--- src/logic/spi_chain_pkg.sv ---
// Constants shared by the serial frame logic: addresses, fields and resets
package spi_chain_pkg;
  // Register addresses (6-bit command field)
  localparam logic [5:0] ADDR_DEV_ID = 6'h00;
  localparam logic [5:0] ADDR_DIGEST = 6'h01;
  localparam logic [5:0] ADDR_STATUS1 = 6'h02;
  localparam logic [5:0] ADDR_STATUS2 = 6'h03;
  localparam logic [5:0] ADDR_COMMAND = 6'h08;
  localparam logic [5:0] ADDR_OUT_CTRL = 6'h09;
  localparam logic [5:0] ADDR_LAST_CFG = 6'h0d;
  localparam int NUM_RW_REGS = 6;
  // Reset values of the writable registers, from COMMAND upward
  localparam logic [7:0] RST_COMMAND = 8'h01;
  localparam logic [7:0] RST_OUT_CTRL = 8'h0c;
  localparam logic [7:0] RST_CONFIG1 = 8'h10;
  localparam logic [7:0] RST_CONFIG2 = 8'h00;
  localparam logic [7:0] RST_CONFIG3 = 8'h40;
  localparam logic [7:0] RST_CONFIG4 = 8'h04;
  // Arbitrary identity value, not tied to any real part
  localparam logic [7:0] DEVICE_ID_DEFAULT = 8'h5a;
  // Command register fields
  localparam int CMD_CLR_BIT = 7;
  localparam int CMD_OUT_LOCK_LSB = 3;
  localparam int CMD_REG_LOCK_LSB = 0;
  localparam logic [1:0] LOCK_ON = 2'h2;
  // Frame byte layout
  localparam int FRAME_TYPE_BIT = 7;
  localparam int RW_BIT = 6;
  localparam logic [1:0] STATUS_LEAD = 2'h3;
  localparam logic [1:0] HDR_MARK = 2'h2;
  localparam logic [1:0] PASS_MARK = 2'h3;
  localparam int CHAIN_GLOBAL_HEADER_CLR_BIT = 5;
  localparam int MAX_CHAIN = 63;
  localparam logic [7:0] STD_FRAME_BYTES = 8'h02;
  localparam logic [7:0] HDR_BYTES = 8'h02;
  localparam int FIFO_DEPTH_DEFAULT = 16;
  localparam int WORD_W = 14;
endpackage

--- src/logic/spi_daisy_chain_frame_logic.sv ---
// Serial frame decoder with chain support, write queue and register file
//
// Behaviour
// - Top command bit zero means standard frame
// - Second command bit: zero write, one read
// - Six address bits follow, MSB first
// - Second byte carries write data
// - Response status byte starts with two ones
// - Status bits: error, OV, UV, OC, OT, frame
// - Report byte returns register value before write
// - Chain holds at most sixty-three devices
// - Host gets statuses, headers, then reports
// - Header byte starts with one, zero
// - First header carries chain length
// - Zero chain length raises frame error
// - Second header clears faults at frame end
// - Five low second-header bits are ignored
// - Pass bytes are forwarded one slot later
// - Position counted from pass bytes before header
// - Capture own bytes only, forward the rest
// - Chain bytes use standard encoding
// - Writes accepted only while no earlier write waits for queue room
// - Lock fields block configuration and output writes
// - Launch on rising, sample on falling edge
// - Wrong bit count flags error, drops write
// - Idle select ignores link, floats output
`timescale 1ns/10ps

////////////////////////////////////////////////////////////////////////////
// Small FIFO of flip-flops with valid/ready on both sides
module chain_word_fifo #(
  parameter int WIDTH = 14,
  parameter int DEPTH = 16
) (
  input wire logic clk_sys,
  input wire logic reset,
  input wire logic in_valid,
  output logic in_ready,
  input wire logic [WIDTH-1:0] in_data,
  output logic out_valid,
  input wire logic out_ready,
  output logic [WIDTH-1:0] out_data
);
  localparam int PW = $clog2(DEPTH);
  logic [WIDTH-1:0] mem_ff [DEPTH];
  logic [PW-1:0] wr_ptr_ff;
  logic [PW-1:0] rd_ptr_ff;
  logic [PW:0] count_ff;
  logic push;
  logic pop;

  if (DEPTH < 2 || (1 << PW) != DEPTH) begin : g_bad_depth
    $error("FIFO depth must be a power of two, at least 2");
  end

  // Honest flags from the fill count
  assign in_ready = (count_ff != (PW+1)'(DEPTH));
  assign out_valid = (count_ff != '0);
  assign out_data = mem_ff[rd_ptr_ff];
  assign push = in_valid && in_ready;
  assign pop = out_valid && out_ready;

  // Storage
  always_ff @(posedge clk_sys) begin
    if (push) begin
      mem_ff[wr_ptr_ff] <= in_data;
    end
  end

  // Pointers and count
  always_ff @(posedge clk_sys) begin
    if (reset) begin
      wr_ptr_ff <= '0;
      rd_ptr_ff <= '0;
      count_ff <= '0;
    end else begin
      if (push) begin
        wr_ptr_ff <= wr_ptr_ff + 1'b1;
      end
      if (pop) begin
        rd_ptr_ff <= rd_ptr_ff + 1'b1;
      end
      if (push && !pop) begin
        count_ff <= count_ff + 1'b1;
      end else if (pop && !push) begin
        count_ff <= count_ff - 1'b1;
      end
    end
  end
endmodule

////////////////////////////////////////////////////////////////////////////
// Frame logic top
module spi_daisy_chain_frame_logic #(
  parameter int FIFO_DEPTH = spi_chain_pkg::FIFO_DEPTH_DEFAULT,
  parameter logic [7:0] DEVICE_ID = spi_chain_pkg::DEVICE_ID_DEFAULT
) (
  input wire logic clk_sys,
  input wire logic reset,
  input wire logic sclk,
  input wire logic sdi,
  input wire logic chip_select_n,
  output logic sdo,
  output logic sdo_oe_n,
  input wire logic overvoltage_event,
  input wire logic undervoltage_event,
  input wire logic overcurrent_event,
  input wire logic overtemperature_event,
  output logic [7:0] error_digest_register,
  output logic [7:0] reg_command,
  output logic [7:0] reg_out_ctrl,
  output logic [7:0] reg_config1,
  output logic [7:0] reg_config2,
  output logic [7:0] reg_config3,
  output logic [7:0] reg_config4,
  output logic wr_valid,
  input wire logic wr_ready,
  output logic [5:0] wr_addr,
  output logic [7:0] wr_data
);
  import spi_chain_pkg::*;

  localparam logic [7:0] RW_RESET [NUM_RW_REGS] = '{RST_COMMAND,
    RST_OUT_CTRL, RST_CONFIG1, RST_CONFIG2, RST_CONFIG3, RST_CONFIG4};

  // Synchronisers, edge history, link state
  logic sclk_m_ff, sclk_s_ff, sclk_d_ff;
  logic cs_m_ff, cs_s_ff, cs_d_ff;
  logic sdi_m_ff, sdi_s_ff;
  logic [6:0] rx_sh_ff;
  logic [2:0] bit_cnt_ff;
  logic [7:0] byte_idx_ff;
  logic [7:0] tx_sh_ff;
  logic sdo_ff, sdo_oe_n_ff;
  // Frame decode state
  logic chain_ff, hdr_seen_ff, hdr_err_ff, clr_req_ff;
  logic [7:0] hdr_idx_ff;
  logic [5:0] pos_ff, n_ff, addr_ff;
  logic rw_ff, cmd_seen_ff;
  logic [7:0] data_ff;
  // Fault flags
  logic supply_overvoltage_flag_ff, supply_undervoltage_flag_ff;
  logic overcurrent_flag_ff, overtemperature_flag_ff, frame_err_ff;
  // Register file and write queue
  logic [7:0] rw_regs_ff [NUM_RW_REGS];
  logic pend_ff;
  logic [WORD_W-1:0] pend_word_ff;
  logic wr_valid_ff;
  logic [5:0] wr_addr_ff;
  logic [7:0] wr_data_ff;
  logic fifo_in_ready, fifo_out_valid, fifo_pop;
  logic [WORD_W-1:0] fifo_out_data;

  // Combinational terms
  logic sclk_rise, sclk_fall, cs_fall, frame_end, byte_done;
  logic [7:0] rx_byte, n_plus1, n_data, exp_bytes, rd_val;
  logic is_cmd, is_data, cnt_ok, frame_ok, addr_ok, writable, clr_evt;
  logic cfg_locked, out_locked, cmd_clr;
  logic [7:0] status_byte;
  logic [7:0] digest_ff;

  if (FIFO_DEPTH < 2) begin : g_bad_depth
    $error("FIFO_DEPTH must be at least 2");
  end

  //////////////////////////////////////////////////////////////////////////
  // Link sampling: two flip-flops on every pin before use
  always_ff @(posedge clk_sys) begin
    if (reset) begin
      sclk_m_ff <= 1'b0;
      sclk_s_ff <= 1'b0;
      sclk_d_ff <= 1'b0;
      cs_m_ff <= 1'b1;
      cs_s_ff <= 1'b1;
      cs_d_ff <= 1'b1;
      sdi_m_ff <= 1'b0;
      sdi_s_ff <= 1'b0;
    end else begin
      sclk_m_ff <= sclk;
      sclk_s_ff <= sclk_m_ff;
      sclk_d_ff <= sclk_s_ff;
      cs_m_ff <= chip_select_n;
      cs_s_ff <= cs_m_ff;
      cs_d_ff <= cs_s_ff;
      sdi_m_ff <= sdi;
      sdi_s_ff <= sdi_m_ff;
    end
  end

  // Edges count only while selected
  assign sclk_rise = sclk_s_ff && !sclk_d_ff && !cs_s_ff;
  assign sclk_fall = !sclk_s_ff && sclk_d_ff && !cs_s_ff;
  assign cs_fall = !cs_s_ff && cs_d_ff;
  assign frame_end = cs_s_ff && !cs_d_ff;
  assign byte_done = sclk_fall && (bit_cnt_ff == 3'h7);
  assign rx_byte = {rx_sh_ff, sdi_s_ff};

  // Chain slot positions, independent of own position
  assign n_plus1 = {2'h0, n_ff} + 8'h01;
  assign n_data = {1'b0, n_ff, 1'b1};
  assign exp_bytes = chain_ff ? ({1'b0, n_ff, 1'b0} + HDR_BYTES)
                              : STD_FRAME_BYTES;
  assign is_cmd = (byte_idx_ff == 8'h00 && !rx_byte[FRAME_TYPE_BIT])
    || (chain_ff && hdr_seen_ff && byte_idx_ff == n_plus1);
  assign is_data = (!chain_ff && cmd_seen_ff && byte_idx_ff == 8'h01)
    || (chain_ff && hdr_seen_ff && byte_idx_ff == n_data);

  //////////////////////////////////////////////////////////////////////////
  // Status byte and register read mux
  // Digest register mirrors the flags one clock later
  always_ff @(posedge clk_sys) begin
    if (reset) begin
      digest_ff <= 8'h00;
    end else begin
      digest_ff <= {frame_err_ff, 1'b0, |status_byte[5:1],
        supply_overvoltage_flag_ff, supply_undervoltage_flag_ff,
        overcurrent_flag_ff, overtemperature_flag_ff, 1'b0};
    end
  end
  assign error_digest_register = digest_ff;
  assign status_byte = {STATUS_LEAD,
    supply_overvoltage_flag_ff | supply_undervoltage_flag_ff |
    overcurrent_flag_ff | overtemperature_flag_ff | frame_err_ff,
    supply_overvoltage_flag_ff, supply_undervoltage_flag_ff,
    overcurrent_flag_ff, overtemperature_flag_ff, frame_err_ff};

  // Read value of the address in the byte just received
  always_comb begin
    rd_val = 8'h00;
    if (rx_byte[5:0] == ADDR_DEV_ID) begin
      rd_val = DEVICE_ID;
    end else if (rx_byte[5:0] == ADDR_DIGEST) begin
      rd_val = error_digest_register;
    end else if (rx_byte[5:0] >= ADDR_COMMAND &&
                 rx_byte[5:0] <= ADDR_LAST_CFG) begin
      rd_val = rw_regs_ff[3'(rx_byte[5:0] - ADDR_COMMAND)];
    end
  end

  //////////////////////////////////////////////////////////////////////////
  // Bit shifting: sample on falling edge, launch on rising edge
  always_ff @(posedge clk_sys) begin
    if (reset) begin
      rx_sh_ff <= 7'h00;
      bit_cnt_ff <= 3'h0;
      byte_idx_ff <= 8'h00;
      tx_sh_ff <= 8'h00;
      sdo_ff <= 1'b0;
      sdo_oe_n_ff <= 1'b1;
    end else begin
      sdo_oe_n_ff <= cs_s_ff;
      if (cs_fall) begin
        bit_cnt_ff <= 3'h0;
        byte_idx_ff <= 8'h00;
        tx_sh_ff <= status_byte;
      end else if (sclk_fall) begin
        rx_sh_ff <= rx_byte[6:0];
        bit_cnt_ff <= bit_cnt_ff + 3'h1;
        if (byte_done) begin
          if (byte_idx_ff != 8'hff) begin
            byte_idx_ff <= byte_idx_ff + 8'h01;
          end
          // Own command slot answers with report, else forward
          tx_sh_ff <= is_cmd ? rd_val : rx_byte;
        end
      end else if (sclk_rise) begin
        sdo_ff <= tx_sh_ff[7];
        tx_sh_ff <= {tx_sh_ff[6:0], 1'b0};
      end
    end
  end

  //////////////////////////////////////////////////////////////////////////
  // Frame decode: type, headers, position, own bytes
  always_ff @(posedge clk_sys) begin
    if (reset) begin
      chain_ff <= 1'b0;
      hdr_seen_ff <= 1'b0;
      hdr_err_ff <= 1'b0;
      clr_req_ff <= 1'b0;
      hdr_idx_ff <= 8'h00;
      pos_ff <= 6'h00;
      n_ff <= 6'h00;
      addr_ff <= 6'h00;
      rw_ff <= 1'b0;
      cmd_seen_ff <= 1'b0;
      data_ff <= 8'h00;
    end else if (cs_fall) begin
      chain_ff <= 1'b0;
      hdr_seen_ff <= 1'b0;
      hdr_err_ff <= 1'b0;
      clr_req_ff <= 1'b0;
      pos_ff <= 6'h00;
      n_ff <= 6'h00;
      cmd_seen_ff <= 1'b0;
    end else if (byte_done) begin
      if (byte_idx_ff == 8'h00) begin
        chain_ff <= rx_byte[FRAME_TYPE_BIT];
      end
      if ((byte_idx_ff == 8'h00 && rx_byte[FRAME_TYPE_BIT]) ||
          (chain_ff && !hdr_seen_ff)) begin
        if (rx_byte[7:6] == PASS_MARK) begin
          if (pos_ff != 6'(MAX_CHAIN)) begin
            pos_ff <= pos_ff + 6'h01;
          end
        end else if (rx_byte[7:6] == HDR_MARK) begin
          hdr_seen_ff <= 1'b1;
          hdr_idx_ff <= byte_idx_ff;
          n_ff <= rx_byte[5:0];
        end else begin
          hdr_err_ff <= 1'b1;
        end
      end
      // Second header: mark bits are checked, otherwise only the clear bit counts
      if (chain_ff && hdr_seen_ff &&
          byte_idx_ff == hdr_idx_ff + 8'h01) begin
        if (rx_byte[7:6] != HDR_MARK) begin
          hdr_err_ff <= 1'b1;
        end
        clr_req_ff <= rx_byte[CHAIN_GLOBAL_HEADER_CLR_BIT];
      end
      if (is_cmd) begin
        cmd_seen_ff <= 1'b1;
        rw_ff <= rx_byte[RW_BIT];
        addr_ff <= rx_byte[5:0];
        if (chain_ff && rx_byte[FRAME_TYPE_BIT]) begin
          hdr_err_ff <= 1'b1;
        end
      end
      if (is_data) begin
        data_ff <= rx_byte;
      end
    end
  end

  //////////////////////////////////////////////////////////////////////////
  // Frame end checks and write commit
  assign cnt_ok = (bit_cnt_ff == 3'h0) && (byte_idx_ff == exp_bytes);
  assign addr_ok = (addr_ff <= ADDR_STATUS2) ||
    (addr_ff >= ADDR_COMMAND && addr_ff <= ADDR_LAST_CFG);
  assign frame_ok = cnt_ok && cmd_seen_ff && addr_ok && !hdr_err_ff &&
    (!chain_ff || (hdr_seen_ff && n_ff != 6'h00));
  assign cfg_locked =
    rw_regs_ff[0][CMD_REG_LOCK_LSB +: 2] == LOCK_ON;
  assign out_locked =
    rw_regs_ff[0][CMD_OUT_LOCK_LSB +: 2] == LOCK_ON;
  always_comb begin
    writable = 1'b0;
    if (addr_ff == ADDR_COMMAND) begin
      writable = 1'b1;
    end else if (addr_ff == ADDR_OUT_CTRL) begin
      writable = !out_locked;
    end else if (addr_ff > ADDR_OUT_CTRL && addr_ff <= ADDR_LAST_CFG) begin
      writable = !cfg_locked;
    end
  end

  // Commit waits for room in the queue
  always_ff @(posedge clk_sys) begin
    if (reset) begin
      pend_ff <= 1'b0;
      pend_word_ff <= '0;
    end else if (frame_end && frame_ok && !rw_ff && writable &&
                 !pend_ff) begin
      pend_ff <= 1'b1;
      pend_word_ff <= {addr_ff, data_ff};
    end else if (pend_ff && fifo_in_ready) begin
      pend_ff <= 1'b0;
    end
  end

  chain_word_fifo #(
    .WIDTH(WORD_W),
    .DEPTH(FIFO_DEPTH)
  ) u_fifo (
    .clk_sys(clk_sys),
    .reset(reset),
    .in_valid(pend_ff),
    .in_ready(fifo_in_ready),
    .in_data(pend_word_ff),
    .out_valid(fifo_out_valid),
    .out_ready(fifo_pop),
    .out_data(fifo_out_data)
  );

  // Output stage refills when empty or taken
  assign fifo_pop = fifo_out_valid && (!wr_valid_ff || wr_ready);
  always_ff @(posedge clk_sys) begin
    if (reset) begin
      wr_valid_ff <= 1'b0;
      wr_addr_ff <= 6'h00;
      wr_data_ff <= 8'h00;
    end else if (!wr_valid_ff || wr_ready) begin
      wr_valid_ff <= fifo_out_valid;
      wr_addr_ff <= fifo_out_data[WORD_W-1:8];
      wr_data_ff <= fifo_out_data[7:0];
    end
  end

  // Register file takes the write when the consumer accepts it
  always_ff @(posedge clk_sys) begin
    if (reset) begin
      for (int i = 0; i < NUM_RW_REGS; i++) begin
        rw_regs_ff[i] <= RW_RESET[i];
      end
    end else if (wr_valid_ff && wr_ready) begin
      rw_regs_ff[3'(wr_addr_ff - ADDR_COMMAND)] <= wr_data_ff;
    end
  end

  //////////////////////////////////////////////////////////////////////////
  // Sticky fault flags: a new event wins over a clear
  assign cmd_clr = wr_valid_ff && wr_ready && wr_addr_ff == ADDR_COMMAND
    && wr_data_ff[CMD_CLR_BIT];
  assign clr_evt = (frame_end && frame_ok && chain_ff && clr_req_ff)
    || cmd_clr;
  always_ff @(posedge clk_sys) begin
    if (reset) begin
      supply_overvoltage_flag_ff <= 1'b0;
      supply_undervoltage_flag_ff <= 1'b0;
      overcurrent_flag_ff <= 1'b0;
      overtemperature_flag_ff <= 1'b0;
      frame_err_ff <= 1'b0;
    end else begin
      supply_overvoltage_flag_ff <= overvoltage_event ||
        (supply_overvoltage_flag_ff && !clr_evt);
      supply_undervoltage_flag_ff <= undervoltage_event ||
        (supply_undervoltage_flag_ff && !clr_evt);
      overcurrent_flag_ff <= overcurrent_event ||
        (overcurrent_flag_ff && !clr_evt);
      overtemperature_flag_ff <= overtemperature_event ||
        (overtemperature_flag_ff && !clr_evt);
      frame_err_ff <= (frame_end && (!frame_ok ||
        (!rw_ff && writable && pend_ff))) ||
        (frame_err_ff && !clr_evt);
    end
  end

  // Outputs
  assign sdo = sdo_ff;
  assign sdo_oe_n = sdo_oe_n_ff;
  assign reg_command = rw_regs_ff[0];
  assign reg_out_ctrl = rw_regs_ff[1];
  assign reg_config1 = rw_regs_ff[2];
  assign reg_config2 = rw_regs_ff[3];
  assign reg_config3 = rw_regs_ff[4];
  assign reg_config4 = rw_regs_ff[5];
  assign wr_valid = wr_valid_ff;
  assign wr_addr = wr_addr_ff;
  assign wr_data = wr_data_ff;

  //////////////////////////////////////////////////////////////////////////
  // Checks
  a_status_lead: assert property (@(posedge clk_sys) disable iff (reset)
    cs_fall |=> tx_sh_ff[7:6] == STATUS_LEAD && !sdo_oe_n_ff)
    else $error("status byte lead bits wrong");

  a_output_float: assert property (@(posedge clk_sys) disable iff (reset)
    cs_s_ff [*2] |-> sdo_oe_n_ff && $stable(tx_sh_ff))
    else $error("output driven while deselected");

  a_zero_length: assert property (@(posedge clk_sys) disable iff (reset)
    (frame_end && chain_ff && hdr_seen_ff && n_ff == 6'h00)
    |=> frame_err_ff && !$rose(pend_ff))
    else $error("zero chain length not flagged");

  a_bad_count: assert property (@(posedge clk_sys) disable iff (reset)
    (frame_end && !cnt_ok) |=> frame_err_ff && !$rose(pend_ff))
    else $error("bad bit count not flagged");

  a_commit_late: assert property (@(posedge clk_sys) disable iff (reset)
    $rose(pend_ff) |-> $past(frame_end) && $past(cnt_ok))
    else $error("write committed outside frame end");

  a_cfg_lock: assert property (@(posedge clk_sys) disable iff (reset)
    ($rose(pend_ff) && pend_word_ff[13:8] > ADDR_OUT_CTRL)
    |-> !$past(cfg_locked))
    else $error("locked configuration written");

  a_report_slot: assert property (@(posedge clk_sys) disable iff (reset)
    (byte_done && is_cmd) |=> tx_sh_ff == $past(rd_val))
    else $error("report byte not loaded");

  a_pass_forward: assert property (@(posedge clk_sys) disable iff (reset)
    (byte_done && !is_cmd && rx_byte[7:6] == PASS_MARK)
    |=> tx_sh_ff == $past(rx_byte) ##1 tx_sh_ff[7] == $past(rx_byte[7], 2))
    else $error("pass byte not forwarded");

  a_global_clear: assert property (@(posedge clk_sys) disable iff (reset)
    (frame_end && frame_ok && chain_ff && clr_req_ff && !overvoltage_event
     && !overcurrent_event) |=> !supply_overvoltage_flag_ff
     && !overcurrent_flag_ff && !frame_err_ff)
    else $error("global clear not applied");

  a_position_count: assert property (@(posedge clk_sys) disable iff (reset)
    (byte_done && (chain_ff || byte_idx_ff == 8'h00) && !hdr_seen_ff
     && rx_byte[7:6] == PASS_MARK && pos_ff != 6'h3f)
    |=> pos_ff == $past(pos_ff) + 6'h01)
    else $error("chain position not counted");
endmodule

--- config.mk ---
export PLATFORM = sky130hd
export DESIGN_NAME = spi_daisy_chain_frame_logic
export DESIGN_NICKNAME = d
export VERILOG_FILES = /design/src/logic/spi_chain_pkg.sv /design/src/logic/spi_daisy_chain_frame_logic.sv
export SDC_FILE = /design/constraint.sdc
export NUM_CORES = 1
export LEC_CHECK = 0
export BUFFER_PORTS_ARGS = -buffer_cell sky130_fd_sc_hd__buf_2
export CAP_MARGIN = 20
export CORE_ASPECT_RATIO = 1.75
export CORE_MARGIN = 2
export CORE_UTILIZATION = 45
export CTS_BUF_LIST = sky130_fd_sc_hd__clkbuf_2
export CTS_CLUSTER_SIZE = 10
export DETAILED_ROUTE_END_ITERATION = 12
export GPL_ROUTABILITY_DRIVEN = 0
export PLACE_DENSITY = 0.71
export SYNTH_ARGS = -nofsm -noshare
export SYNTH_HDL_FRONTEND = slang
export SYNTH_SLANG_ARGS = --single-unit
--- constraint.sdc ---
create_clock -name clk_sys -period 3.7 [get_ports clk_sys]
set_clock_uncertainty 0.15 [all_clocks]
set_input_delay 0 -clock clk_sys [delete_from_list [all_inputs] [get_ports clk_sys]]
set_output_delay 0 -clock clk_sys [all_outputs]
set_load 0.03 [all_outputs]
## Yosys cells after proc, flatten, opt, wreduce, memory -nomap -nowiden

Memory sizes are Yosys's and may differ from the RTL's. A register that Yosys moved wholly into a read port is not among the register bits.
Cells that the tools add are included.

- Memories: 2
- Bits in registers: 111
- Memory bits (writable): 272
- Output and inout port bits: 73
- Bits of input ports: 10

Memory list:

| name | depth | width | rd ports | clocked after memory_dff | write ports | RTL line | RTL |
|---|---|---|---|---|---|---|---|
| u_fifo.mem_ff | 16 | 14 | 1 | 1 | 1 | spi_daisy_chain_frame_logic.sv:45 | `logic [WIDTH-1:0] mem_ff [DEPTH];` |
| rw_regs_ff | 6 | 8 | 7 | 0 | 6 | spi_daisy_chain_frame_logic.sv:145 | `logic [7:0] rw_regs_ff [NUM_RW_REGS];` |

- Muxes and demuxes: 33
- Equal/unequal tests: 18
- Order comparisons: 6
- $add $sub $neg: 11
- Bitwise logic cells: 7
- Reductions and logical operators: 100

Operator list:

| kind | count |
|---|---|
| two-way mux 8 bit | 10 |
| logical AND 1 bit | 48 |
| two-way mux 1 bit | 20 |
| equality test 6 x 4 -> 1 bit (second input constant) | 3 |
| zero test 1 bit | 17 |
| adder 8 x 1 -> 8 bit (second input constant) | 2 |
| equality test 8 x 7 -> 1 bit | 2 |
| equality test 8 bit | 2 |
| logical OR 1 bit | 13 |
| greater-or-equal comparator 6 x 4 -> 1 bit (second input constant) | 2 |
| <= comparator 6 x 4 -> 1 bit (second input constant) | 2 |
| AND reduction 3 bit | 4 |
| two-way mux 5 bit | 2 |
| AND reduction 2 bit | 5 |
| adder 4 x 1 -> 4 bit (second input constant) | 2 |
| adder 7 x 2 -> 8 bit (second input constant) | 1 |
| equality test 2 bit (second input constant) | 4 |
| equality test 8 x 1 -> 1 bit (second input constant) | 1 |
| zero test 8 bit | 1 |
| inequality test 8 bit (second input constant) | 1 |
| OR reduction 8 bit | 1 |
| adder 6 x 1 -> 7 bit (second input constant) | 1 |
| equality test 6 x 1 -> 1 bit (second input constant) | 1 |
| > comparator 6 x 4 -> 1 bit (second input constant) | 1 |
| other kinds (22) | 29 |

## Logic depth before layout (Yosys ltp)

Gate-level depths: netlist (run 1).

- Word-level depth: 15
- Mapped depth: 13

## Cells and area by module

A second synthesis (run 1) with hierarchy kept.

- Cell total of the unflattened synthesis: 1281
- Area, all modules: 17162.7 µm²

By module, submodules not included:

| module | sequential area each (µm²) | cells an instance | area each (µm²) | instances |
|---|---|---|---|---|
| chain_word_fifo | 7066.8 | 456 | 9335.2 | 1 |
| spi_daisy_chain_frame_logic | 3643.5 | 825 | 7827.5 | 1 |

## Worst setup path before layout (run 1)

OpenSTA, ideal clock, no wires.

- Path kind: flip-flop to flip-flop
- Start point: register u_fifo.count_ff[0]
- End point: register u_fifo.count_ff[4]
- Arrival: 2642 ps
- Setup time: 71 ps
- Path slack: 837 ps
- Required time: 3479 ps
- Period minus slack after synthesis: 2863 ps
- Stages on the path, launching flop included: 13
- Path through: dfxtp_1 or4_1 nor2_1 nor2_1 inv_1 ha_1 inv_1 fa_1 a21o_1 a21oi_1 xnor2_1 or3_1 a21oi_1

- Longest elaborated chain between the ends: 6
- Elaborated cells between the ends (all ways): 14
- Classes of those cells: add/sub: 2; eq/ne: 1; mux: 2; reduce/logical: 9

RTL lines:

| element | RTL line | RTL |
|---|---|---|
| start, declared | spi_daisy_chain_frame_logic.sv:48 | `logic [PW:0] count_ff;` |
| start signal, assigned | spi_daisy_chain_frame_logic.sv:84 | `count_ff <= count_ff + 1'b1;` |
| start signal, assigned | spi_daisy_chain_frame_logic.sv:86 | `count_ff <= count_ff - 1'b1;` |
| parallel branches: the longest is 6 deep, another holds subtractor 5 x 1 -> 5 bit | n/a |  |

Several ways; the timed one is not identified. The select of a mux whose other input is x is not followed.
A chain may end at the register's enable or synchronous reset.

## Worst setup path in the final report (run 1)

- Start point: register n_ff[0]
- End point: register overcurrent_flag_ff

- Longest elaborated chain between the ends: 15
- Elaborated cells between the ends (all ways): 18
- Classes of those cells: add/sub: 1; eq/ne: 1; mux: 1; reduce/logical: 15

RTL lines:

| element | RTL line | RTL |
|---|---|---|
| start, declared | spi_daisy_chain_frame_logic.sv:138 | `logic [5:0] pos_ff, n_ff, addr_ff;` |
| start signal, assigned | spi_daisy_chain_frame_logic.sv:309 | `n_ff <= rx_byte[5:0];` |
| adder 7 x 2 -> 8 bit | spi_daisy_chain_frame_logic.sv:201 | `assign exp_bytes = chain_ff ? ({1'b0, n_ff, 1'b0} + HDR_BYTES)` |
| two-way mux 8 bit | spi_daisy_chain_frame_logic.sv:201 |  |
| equality test 8 bit | spi_daisy_chain_frame_logic.sv:338 | `assign cnt_ok = (bit_cnt_ff == 3'h0) && (byte_idx_ff == exp_bytes);` |
| logical AND 1 bit | spi_daisy_chain_frame_logic.sv:338 |  |
| logical AND 1 bit (3 in series) | spi_daisy_chain_frame_logic.sv:341 | `assign frame_ok = cnt_ok && cmd_seen_ff && addr_ok && !hdr_err_ff &&` |
| logical AND 1 bit * | spi_daisy_chain_frame_logic.sv:341 |  |
| logical AND 1 bit * (3 in series) | spi_daisy_chain_frame_logic.sv:415 | `assign clr_evt = (frame_end && frame_ok && chain_ff && clr_req_ff)` |
| logical OR 1 bit * | spi_daisy_chain_frame_logic.sv:416 | `\|\| cmd_clr;` |
| zero test 1 bit * | spi_daisy_chain_frame_logic.sv:430 | `(overcurrent_flag_ff && !clr_evt);` |
| logical AND 1 bit * | spi_daisy_chain_frame_logic.sv:430 |  |
| logical OR 1 bit * | spi_daisy_chain_frame_logic.sv:429 | `overcurrent_flag_ff <= overcurrent_event \|\|` |
| end signal, assigned | spi_daisy_chain_frame_logic.sv:429 |  |
| end, declared | spi_daisy_chain_frame_logic.sv:143 | `logic overcurrent_flag_ff, overtemperature_flag_ff, frame_err_ff;` |

Every way passes the cells marked *; elsewhere a longest branch is shown, timed or not.

==> results of run 1 <==
-- cell usage after synthesis, types with 3 or more instances --
library cell and n:
sky130_fd_sc_hd__edfxtp_1 272, sky130_fd_sc_hd__dfxtp_1 123, sky130_fd_sc_hd__nand2_1 112, sky130_fd_sc_hd__nor2_1 90, sky130_fd_sc_hd__mux4_2 74, sky130_fd_sc_hd__mux2i_1 55
sky130_fd_sc_hd__a21oi_1 44, sky130_fd_sc_hd__and2_1 43, sky130_fd_sc_hd__clkbuf_1 36, sky130_fd_sc_hd__xnor2_1 25, sky130_fd_sc_hd__nand4_1 24, sky130_fd_sc_hd__buf_2 23
sky130_fd_sc_hd__xor2_1 23, sky130_fd_sc_hd__nand3_1 21, sky130_fd_sc_hd__inv_1 20, sky130_fd_sc_hd__o21ai_0 20, sky130_fd_sc_hd__ha_1 18, sky130_fd_sc_hd__nand2b_1 16
sky130_fd_sc_hd__nor2b_1 16, sky130_fd_sc_hd__nor3_1 13, sky130_fd_sc_hd__or2_2 9, sky130_fd_sc_hd__o21ai_1 8, sky130_fd_sc_hd__a22oi_1 7, sky130_fd_sc_hd__nor4_1 7
sky130_fd_sc_hd__a211oi_1 6, sky130_fd_sc_hd__a21o_1 6, sky130_fd_sc_hd__buf_1 6, sky130_fd_sc_hd__buf_6 6, sky130_fd_sc_hd__nor3b_1 6, sky130_fd_sc_hd__buf_4 5
sky130_fd_sc_hd__nand3b_1 5, sky130_fd_sc_hd__o22ai_1 5, sky130_fd_sc_hd__a31oi_1 4, sky130_fd_sc_hd__o221ai_1 4, sky130_fd_sc_hd__o2bb2ai_1 4, sky130_fd_sc_hd__or3_1 4
sky130_fd_sc_hd__and3_1 3, sky130_fd_sc_hd__nand3_2 3, sky130_fd_sc_hd__o21a_1 3, sky130_fd_sc_hd__or4_1 3
-- sequential cells by signal, summed over array words and instances (netlist names), 4 cells and up --
name	count
rw_regs_ff	48
wr_addr	6
pend_word_ff	14
hdr_idx_ff	8
byte_idx_ff	8
u_fifo.count_ff	5
addr_ff	6
tx_sh_ff	8
u_fifo.mem_ff	224
n_ff	6
wr_data	8
data_ff	8
u_fifo.rd_ptr_ff	4
rx_sh_ff	7
u_fifo.wr_ptr_ff	4
error_digest_register	6
-- how the worst max path moves through the flow --
| stage | start | end |
|---|---|---|
| after floorplan | u_fifo.count_ff[0] | u_fifo.count_ff[4] |
| after CTS | n_ff[0] | supply_undervoltage_flag_ff |
| after global routing | n_ff[0] | overtemperature_flag_ff |
| after detailed placement | u_fifo.count_ff[0] | u_fifo.count_ff[4] |
| final | n_ff[0] | overcurrent_flag_ff |
| after global placement | u_fifo.count_ff[0] | u_fifo.count_ff[4] |
-- worst reg2reg max path, delay by kind of cell (launching register included) --
family | cells | cell delay, ns
xor+xnor | 1 | 0.18
buf+inv | 3 | 0.89
flops | 1 | 0.58
fa+ha+maj | 1 | 0.33
simple gates | 2 | 0.33
compound gates | 3 | 0.71
-- area by class of cell --
class | count | area [um^2]
fill | 3192 | 18300
tap | 480 | 601
clock inverter | 27 | 220
timing repair buffer | 148 | 1000
multi-input combinational | 726 | 5850
antenna | 2 | 5.00
clock buffer | 135 | 676
sequential | 395 | 10600
inverter | 21 | 78.8
-- power groups by stage --
stage	Sequential [mW]	Combinational [mW]	Clock (mW)
final	5.05	1.11	2.95
after global routing	5.08	1.21	3.21
after CTS	5.06	1.12	3.02
after detailed placement	5.16	1.09	0
after global placement	5.15	1.08	0
after floorplan	5.09	0.813	0
-- layer usage --
metal / GRT usage / wire [um]
met1: 0.226 / 14500
met4: 0.113 / 1710
met5: 0 / 0
met2: 0.385 / 22500
met3: 0.0371 / 2120
-- cell families (layout without fill, tap and decap cells) --
group,after synthesis,in the layout,synth area share
flops,395,395,0.628
xor+xnor,48,48,0.0248
other cells,1,4,0.000221
mux,129,129,0.131
simple gates,386,386,0.115
compound gates,142,142,0.0585
fa+ha+maj,19,19,0.0145
buf+inv,98,331,0.0279
-- per-stage QoR --
stage               power (mW)   util  hold slack (ns)  worst slack, ns
global placement          6.23  0.478           0.0390            0.635
floorplan                 5.90      -          -0.0462            0.837
CTS                       9.20  0.509            0.115            0.453
detailed placement        6.25  0.478           0.0414            0.592
global route              9.51  0.510            0.267            0.245
finish                    9.12  0.510            0.271            0.448
==> metrics.log, run 1 <==
[metrics] net switching power figure: 2.58 mW
[metrics] Netlist Area Pre-Place: 16900 um^2
[metrics] type of the setup path with the least slack: reg -> reg
[metrics] Worst slew margin: 0.337
[metrics] fraction of layout cells with a size suffix above 1: 0.259
[metrics] first drt pass iteration count: 7
[metrics] share of the yosys chip area belonging to registers: 0.628
[metrics] Routed WL per cell: 21.1 um
[metrics] logic gate share of total power: 0.122
[metrics] internal power component: 6.53 mW
[metrics] register bit total from synthesis: 395
[metrics] cell area reported after detailed placement: 17900 um^2
[metrics] number of top-level pins: 83
[metrics] commonest non-fill, non-tap cells in the layout: 272 x sky130_fd_sc_hd__edfxtp_1, 135 x sky130_fd_sc_hd__clkbuf_2, 121 x sky130_fd_sc_hd__dfxtp_1
[metrics] power share of the clock group: 0.324
[metrics] CP max stage cell: sky130_fd_sc_hd__dfxtp_1
[metrics] Worst R2R Path Depth: 10
[metrics] pin count of the biggest net entering global routing: 55
[metrics] Power per Cell Area: 478 nW/um^2
[metrics] via count of the first global-routing pass: 11.0k
[metrics] most common flop cell mapped by yosys: sky130_fd_sc_hd__edfxtp_1
[metrics] vias per cell: 5.55
[metrics] count of hold buffers inserted by post-cts repair: 27
[metrics] number of DRC markers in iteration 0: 672
[metrics] Mapped Cells: 1218
[metrics] number of failing hold endpoints at the final stage: 0
[metrics] H-tree Lvls: 3
[metrics] initial antenna violation count: 2
[metrics] Critical Path, Cell by Cell: inv_1, ha_1, nand2_1, xnor2_1, nor4_2, o2111ai_2, a211oi_1, buf_4, o2bb2ai_1, dlygate4sd3_1
[metrics] critical path depth: 10
[metrics] number of non-filler instances in the completed layout: 1934
[metrics] vertical extent of the die: 261 um
[metrics] area enclosed by the die boundary: 39300 um^2
[metrics] core area: 37400 um^2
[metrics] setup repair after global routing missed its margin: no
[metrics] Horiz. Die Dim: 151 um
[metrics] number of enable-type register cells in the synthesized netlist: 272
[metrics] setup violators final: 0
[metrics] Worst setup SP type: flip-flop
[metrics] Req. time, crit path: 4.44 ns
[metrics] total gr overflow: 0
[metrics] Hold WC Path Type: reg -> reg
[metrics] FFs w/ async S/R, synth: 0
[metrics] data arrival time at the worst-slack endpoint: 4.00 ns
[metrics] Top Family by Delay on Critical Path: buffers and inverters
[metrics] post-CTS setup repair buffer count: 0
[metrics] Initial Util: 0.453
[metrics] maximum buffer depth of the clock tree: 3
[metrics] critical path peak fanout: 10
[metrics] run status: completed
[metrics] critical path capture point type: flip-flop
[metrics] cells resized by post-CTS repair: 0
[metrics] Hold Path Depth: 1
[metrics] total clock sinks: 395
[metrics] HPWL after detailed placement: 26.8 mm
[metrics] NumNets Final: 1409
[metrics] pins over their slew limit: 0
[metrics] number of clock buffers inserted by TritonCTS: 88
[metrics] remaining antenna violation count: 0
[metrics] final critical delay including setup and external delays: 3.25 ns
[metrics] clock-pin slew of the registers on the worst-case setup and hold paths: 0.11 ns
[metrics] post-synthesis average cell area: 13.9 um^2
[metrics] post-route clock period utilization: 0.879
[metrics] cell at the root of the clock tree: sky130_fd_sc_hd__clkbuf_2
[metrics] input/output buffers: 80
[metrics] endpoint of the worst-slack reg-to-reg timing path: overcurrent_flag_ff
[metrics] delay of the slowest critical-path stage: 0.58 ns
[metrics] commonest non-fill, non-tap cell in the layout: sky130_fd_sc_hd__edfxtp_1
[metrics] cell area after layout: 19100 um^2
[metrics] count of warnings emitted by yosys: 0
[metrics] leakage power of the design: 6.20 nW
[metrics] worst reg2reg startpoint: n_ff[0]
[metrics] Switching Fraction: 0.283
[metrics] startpoint of the lowest-slack hold path: cs_m_ff
[metrics] Vias: 10.7k
[metrics] Max rail drop VDD: 0.000298 V
[metrics] Endpoint, Worst Hold: cs_s_ff
[metrics] maximum capacitance violations: 0
[metrics] sequential fraction of design power: 0.554
[metrics] global-route wire length before repair: 62.0 mm
[metrics] library cell with the largest summed area after synthesis: sky130_fd_sc_hd__edfxtp_1
[metrics] cell row count: 94
[metrics] slew at the pin closest to its max-slew limit: 0.992 ns
[metrics] number of buffer and inverter stages on the critical path: 3
[metrics] number of instances in the placed design: 1741
[metrics] flop2flop setup slack: 0.45 ns
[metrics] final routed DRC violation total: 0
[metrics] number of distinct standard cells referenced by the synthesized netlist: 78
[metrics] Yosys top cell area share: 0.482
[metrics] top cells by area in the synthesized netlist: sky130_fd_sc_hd__edfxtp_1 48%, sky130_fd_sc_hd__dfxtp_1 15%, sky130_fd_sc_hd__mux4_2 9.8%
[metrics] post-synthesis to final-layout area growth: 12.6%
[metrics] clock network latency to the later pin of the worst-skew pair: 0.99 ns
[metrics] GRT Resource Usage Total: 0.210
[metrics] Fin Setup TNS: 0 ns
[metrics] Highest Clock Rate: 307 MHz
[metrics] clock tree from TritonCTS: built
[metrics] Post-Route WL: 40.8 mm
Power figures use the tool's default switching activity.
==> inputs of run 2 (changes only) <==
- RECOVER_POWER: not set -> 25
==> run 2 against run 1 <==
  * Critical path depth unchanged
  * Global-route usage unchanged
  * Fmax about the same
  * Cell count unchanged
  * Utilization about the same
  * Critical path type unchanged
  * Largest cell class unchanged
==> metrics.log, run 2 (synthesis gave the netlist of run 1 again) <==
[metrics] Worst Hold Slack: 0.271 ns (-0.0000920 ns)
[metrics] clock-pin slew of the registers on the worst-case setup and hold paths: 0.11 ns (about the same)
[metrics] post-synthesis to final-layout area growth: 12.6% (about the same)
[metrics] number of top-level pins: 83 (unchanged)
[metrics] commonest non-fill, non-tap cells in the layout: 272 x sky130_fd_sc_hd__edfxtp_1, 135 x sky130_fd_sc_hd__clkbuf_2, 121 x sky130_fd_sc_hd__dfxtp_1
[metrics] Initial Util: 0.453 (unchanged)
[metrics] number of clock buffers inserted by TritonCTS: 88 (unchanged)
[metrics] Highest Clock Rate: 308 MHz (about the same)
[metrics] Power per Cell Area: 478 nW/um^2 (about the same)
[metrics] GRT Resource Usage Total: 0.210 (unchanged)
[metrics] Worst setup SP type: flip-flop
[metrics] number of instances in the placed design: 1741 (unchanged)
[metrics] final critical delay including setup and external delays: 3.25 ns (-0.000713 ns)
[metrics] number of non-filler instances in the completed layout: 1934 (unchanged)
[metrics] PnR Total Power: 9.11 mW (about the same)
[metrics] first drt pass iteration count: 7 (unchanged)
[metrics] number of DRC markers in iteration 0: 672 (unchanged)
[metrics] slew at the pin closest to its max-slew limit: 0.993 ns (+0.000446 ns)
[metrics] clock tree from TritonCTS: built
[metrics] Fin Setup TNS: 0 ns (unchanged)
[metrics] setup violators final: 0 (unchanged)
[metrics] Max rail drop VDD: 0.000298 V (about the same)
[metrics] HPWL after detailed placement: 26.8 mm (unchanged)
[metrics] area enclosed by the die boundary: 39300 um^2 (unchanged)
[metrics] setup repair after global routing missed its margin: no
[metrics] pin count of the biggest net entering global routing: 55 (unchanged)
[metrics] total clock sinks: 395 (unchanged)
[metrics] Horiz. Die Dim: 151 um (unchanged)
[metrics] cell at the root of the clock tree: sky130_fd_sc_hd__clkbuf_2
[metrics] Top Registers: u_fifo.mem_ff (224), rw_regs_ff (48), pend_word_ff (14)
[metrics] data arrival time at the worst-slack endpoint: 3.99 ns (about the same)
[metrics] pins over their slew limit: 0 (unchanged)
[metrics] Post-Route WL: 40.8 mm (about the same)
[metrics] total gr overflow: 0 (unchanged)
[metrics] maximum buffer depth of the clock tree: 3 (unchanged)
[metrics] number of failing hold endpoints at the final stage: 0 (unchanged)
[metrics] global-route wire length before repair: 62.0 mm (unchanged)
[metrics] cells resized by post-CTS repair: 0 (unchanged)
[metrics] Hold WC Path Type: reg -> reg
[metrics] run status: completed
[metrics] cell row count: 94 (unchanged)
[metrics] Req. time, crit path: 4.44 ns (about the same)
[metrics] Worst slew margin: 0.337 (about the same)
[metrics] vertical extent of the die: 261 um (unchanged)
[metrics] commonest non-fill, non-tap cell in the layout: sky130_fd_sc_hd__edfxtp_1
[metrics] leakage power of the design: 6.20 nW (about the same)
[metrics] Routed WL per cell: 21.1 um (about the same)
[metrics] critical path peak fanout: 10 (unchanged)
[metrics] type of the setup path with the least slack: reg -> reg
[metrics] remaining antenna violation count: 0 (unchanged)
[metrics] maximum capacitance violations: 0 (unchanged)
[metrics] core area: 37400 um^2 (unchanged)
[metrics] vias per cell: 5.55 (about the same)
[metrics] Vias: 10.7k (-0.075%)
[metrics] post-CTS setup repair buffer count: 0 (unchanged)
[metrics] clock network latency to the later pin of the worst-skew pair: 0.99 ns (about the same)
[metrics] fraction of layout cells with a size suffix above 1: 0.258 (-0.000689)
[metrics] NumNets Final: 1409 (unchanged)
[metrics] register name with the most flops: u_fifo.mem_ff
[metrics] max FFs per register: 224 (unchanged)
[metrics] input/output buffers: 80 (unchanged)
[metrics] via count of the first global-routing pass: 11.0k (unchanged)
[metrics] critical path capture point type: flip-flop
[metrics] H-tree Lvls: 3 (unchanged)
[metrics] final routed DRC violation total: 0 (unchanged)
[metrics] initial antenna violation count: 2 (unchanged)
[metrics] post-route clock period utilization: 0.879 (about the same)
==> run 2: cell types whose count changed in the layout (fill, tap and decap cells not counted) <==
cell	delta
sky130_fd_sc_hd__buf_2	-1
sky130_fd_sc_hd__clkbuf_1	+1
==> run 2: stage by stage <==
stage / worst slack [ns] / utilization / cell area [um^2]
2_1_floorplan: 0.837 / - / 16900
3_3_place_gp: 0.635 / 0.478 / 17900
3_5_place_dp: 0.592 / 0.478 / 17900
4_1_cts: 0.453 / 0.509 / 19100
5_1_grt: 0.245 / 0.510 / 19100
6_report: 0.448 / 0.510 / 19100
==> run 2: area by class of cell <==
cell class              count  area, um^2
diodes                      2        5.00
inverters                  21        78.8
repair buffers            148        1000
well taps                 480         601
clock buffers             135         676
flip-flops and latches    395       10600
clock inverters            27         220
multi-input cells         726        5850
fillers                  3193       18300
==> run 2: worst max-delay path, stage by stage (launching register included) <==
cell                            delay (ns)
sky130_fd_sc_hd__dfxtp_1              0.58
sky130_fd_sc_hd__inv_1                0.12
sky130_fd_sc_hd__ha_1                 0.33
sky130_fd_sc_hd__nand2_1              0.09
sky130_fd_sc_hd__xnor2_1              0.18
sky130_fd_sc_hd__nor4_2               0.24
sky130_fd_sc_hd__o2111ai_2            0.26
sky130_fd_sc_hd__a211oi_1             0.37
sky130_fd_sc_hd__buf_4                0.21
sky130_fd_sc_hd__o2bb2ai_1            0.08
sky130_fd_sc_hd__dlygate4sd3_1        0.56
==> run 2: final timing paths <==
kind	slack (ns)	cells past startpoint	endpoint	startpoint
worst max-delay path	0.45	10	overcurrent_flag_ff	n_ff[0]
worst min-delay path	0.27	1	cs_s_ff	cs_m_ff
worst max register to register	0.45	10	overcurrent_flag_ff	n_ff[0]
worst min register to register	0.27	1	cs_s_ff	cs_m_ff
==> run 2: per-layer routing <==
layer  global-route usage  vias up  share of wire
li1                     -     4924              -
met1                0.226     5364           0.36
met2                0.385      344           0.55
met3               0.0371       96          0.052
met4                0.113        0          0.042
met5                    0        -              0
==> run 2: repair_timing <==
action | CTS | global route
hold endpoints to repair | 187 | 1
hold buffers | 27 | 1
endpoints found under the setup margin | 0 | 0
==> run 2: power by group <==
group | switching [mW] | leakage (nW) | internal, mW | total (mW)
Sequential | 0.266 | 3.02 | 4.79 | 5.05
Clock | 1.70 | 0.666 | 1.25 | 2.95
Combinational | 0.617 | 2.51 | 0.495 | 1.11
Total | 2.58 | 6.20 | 6.53 | 9.11
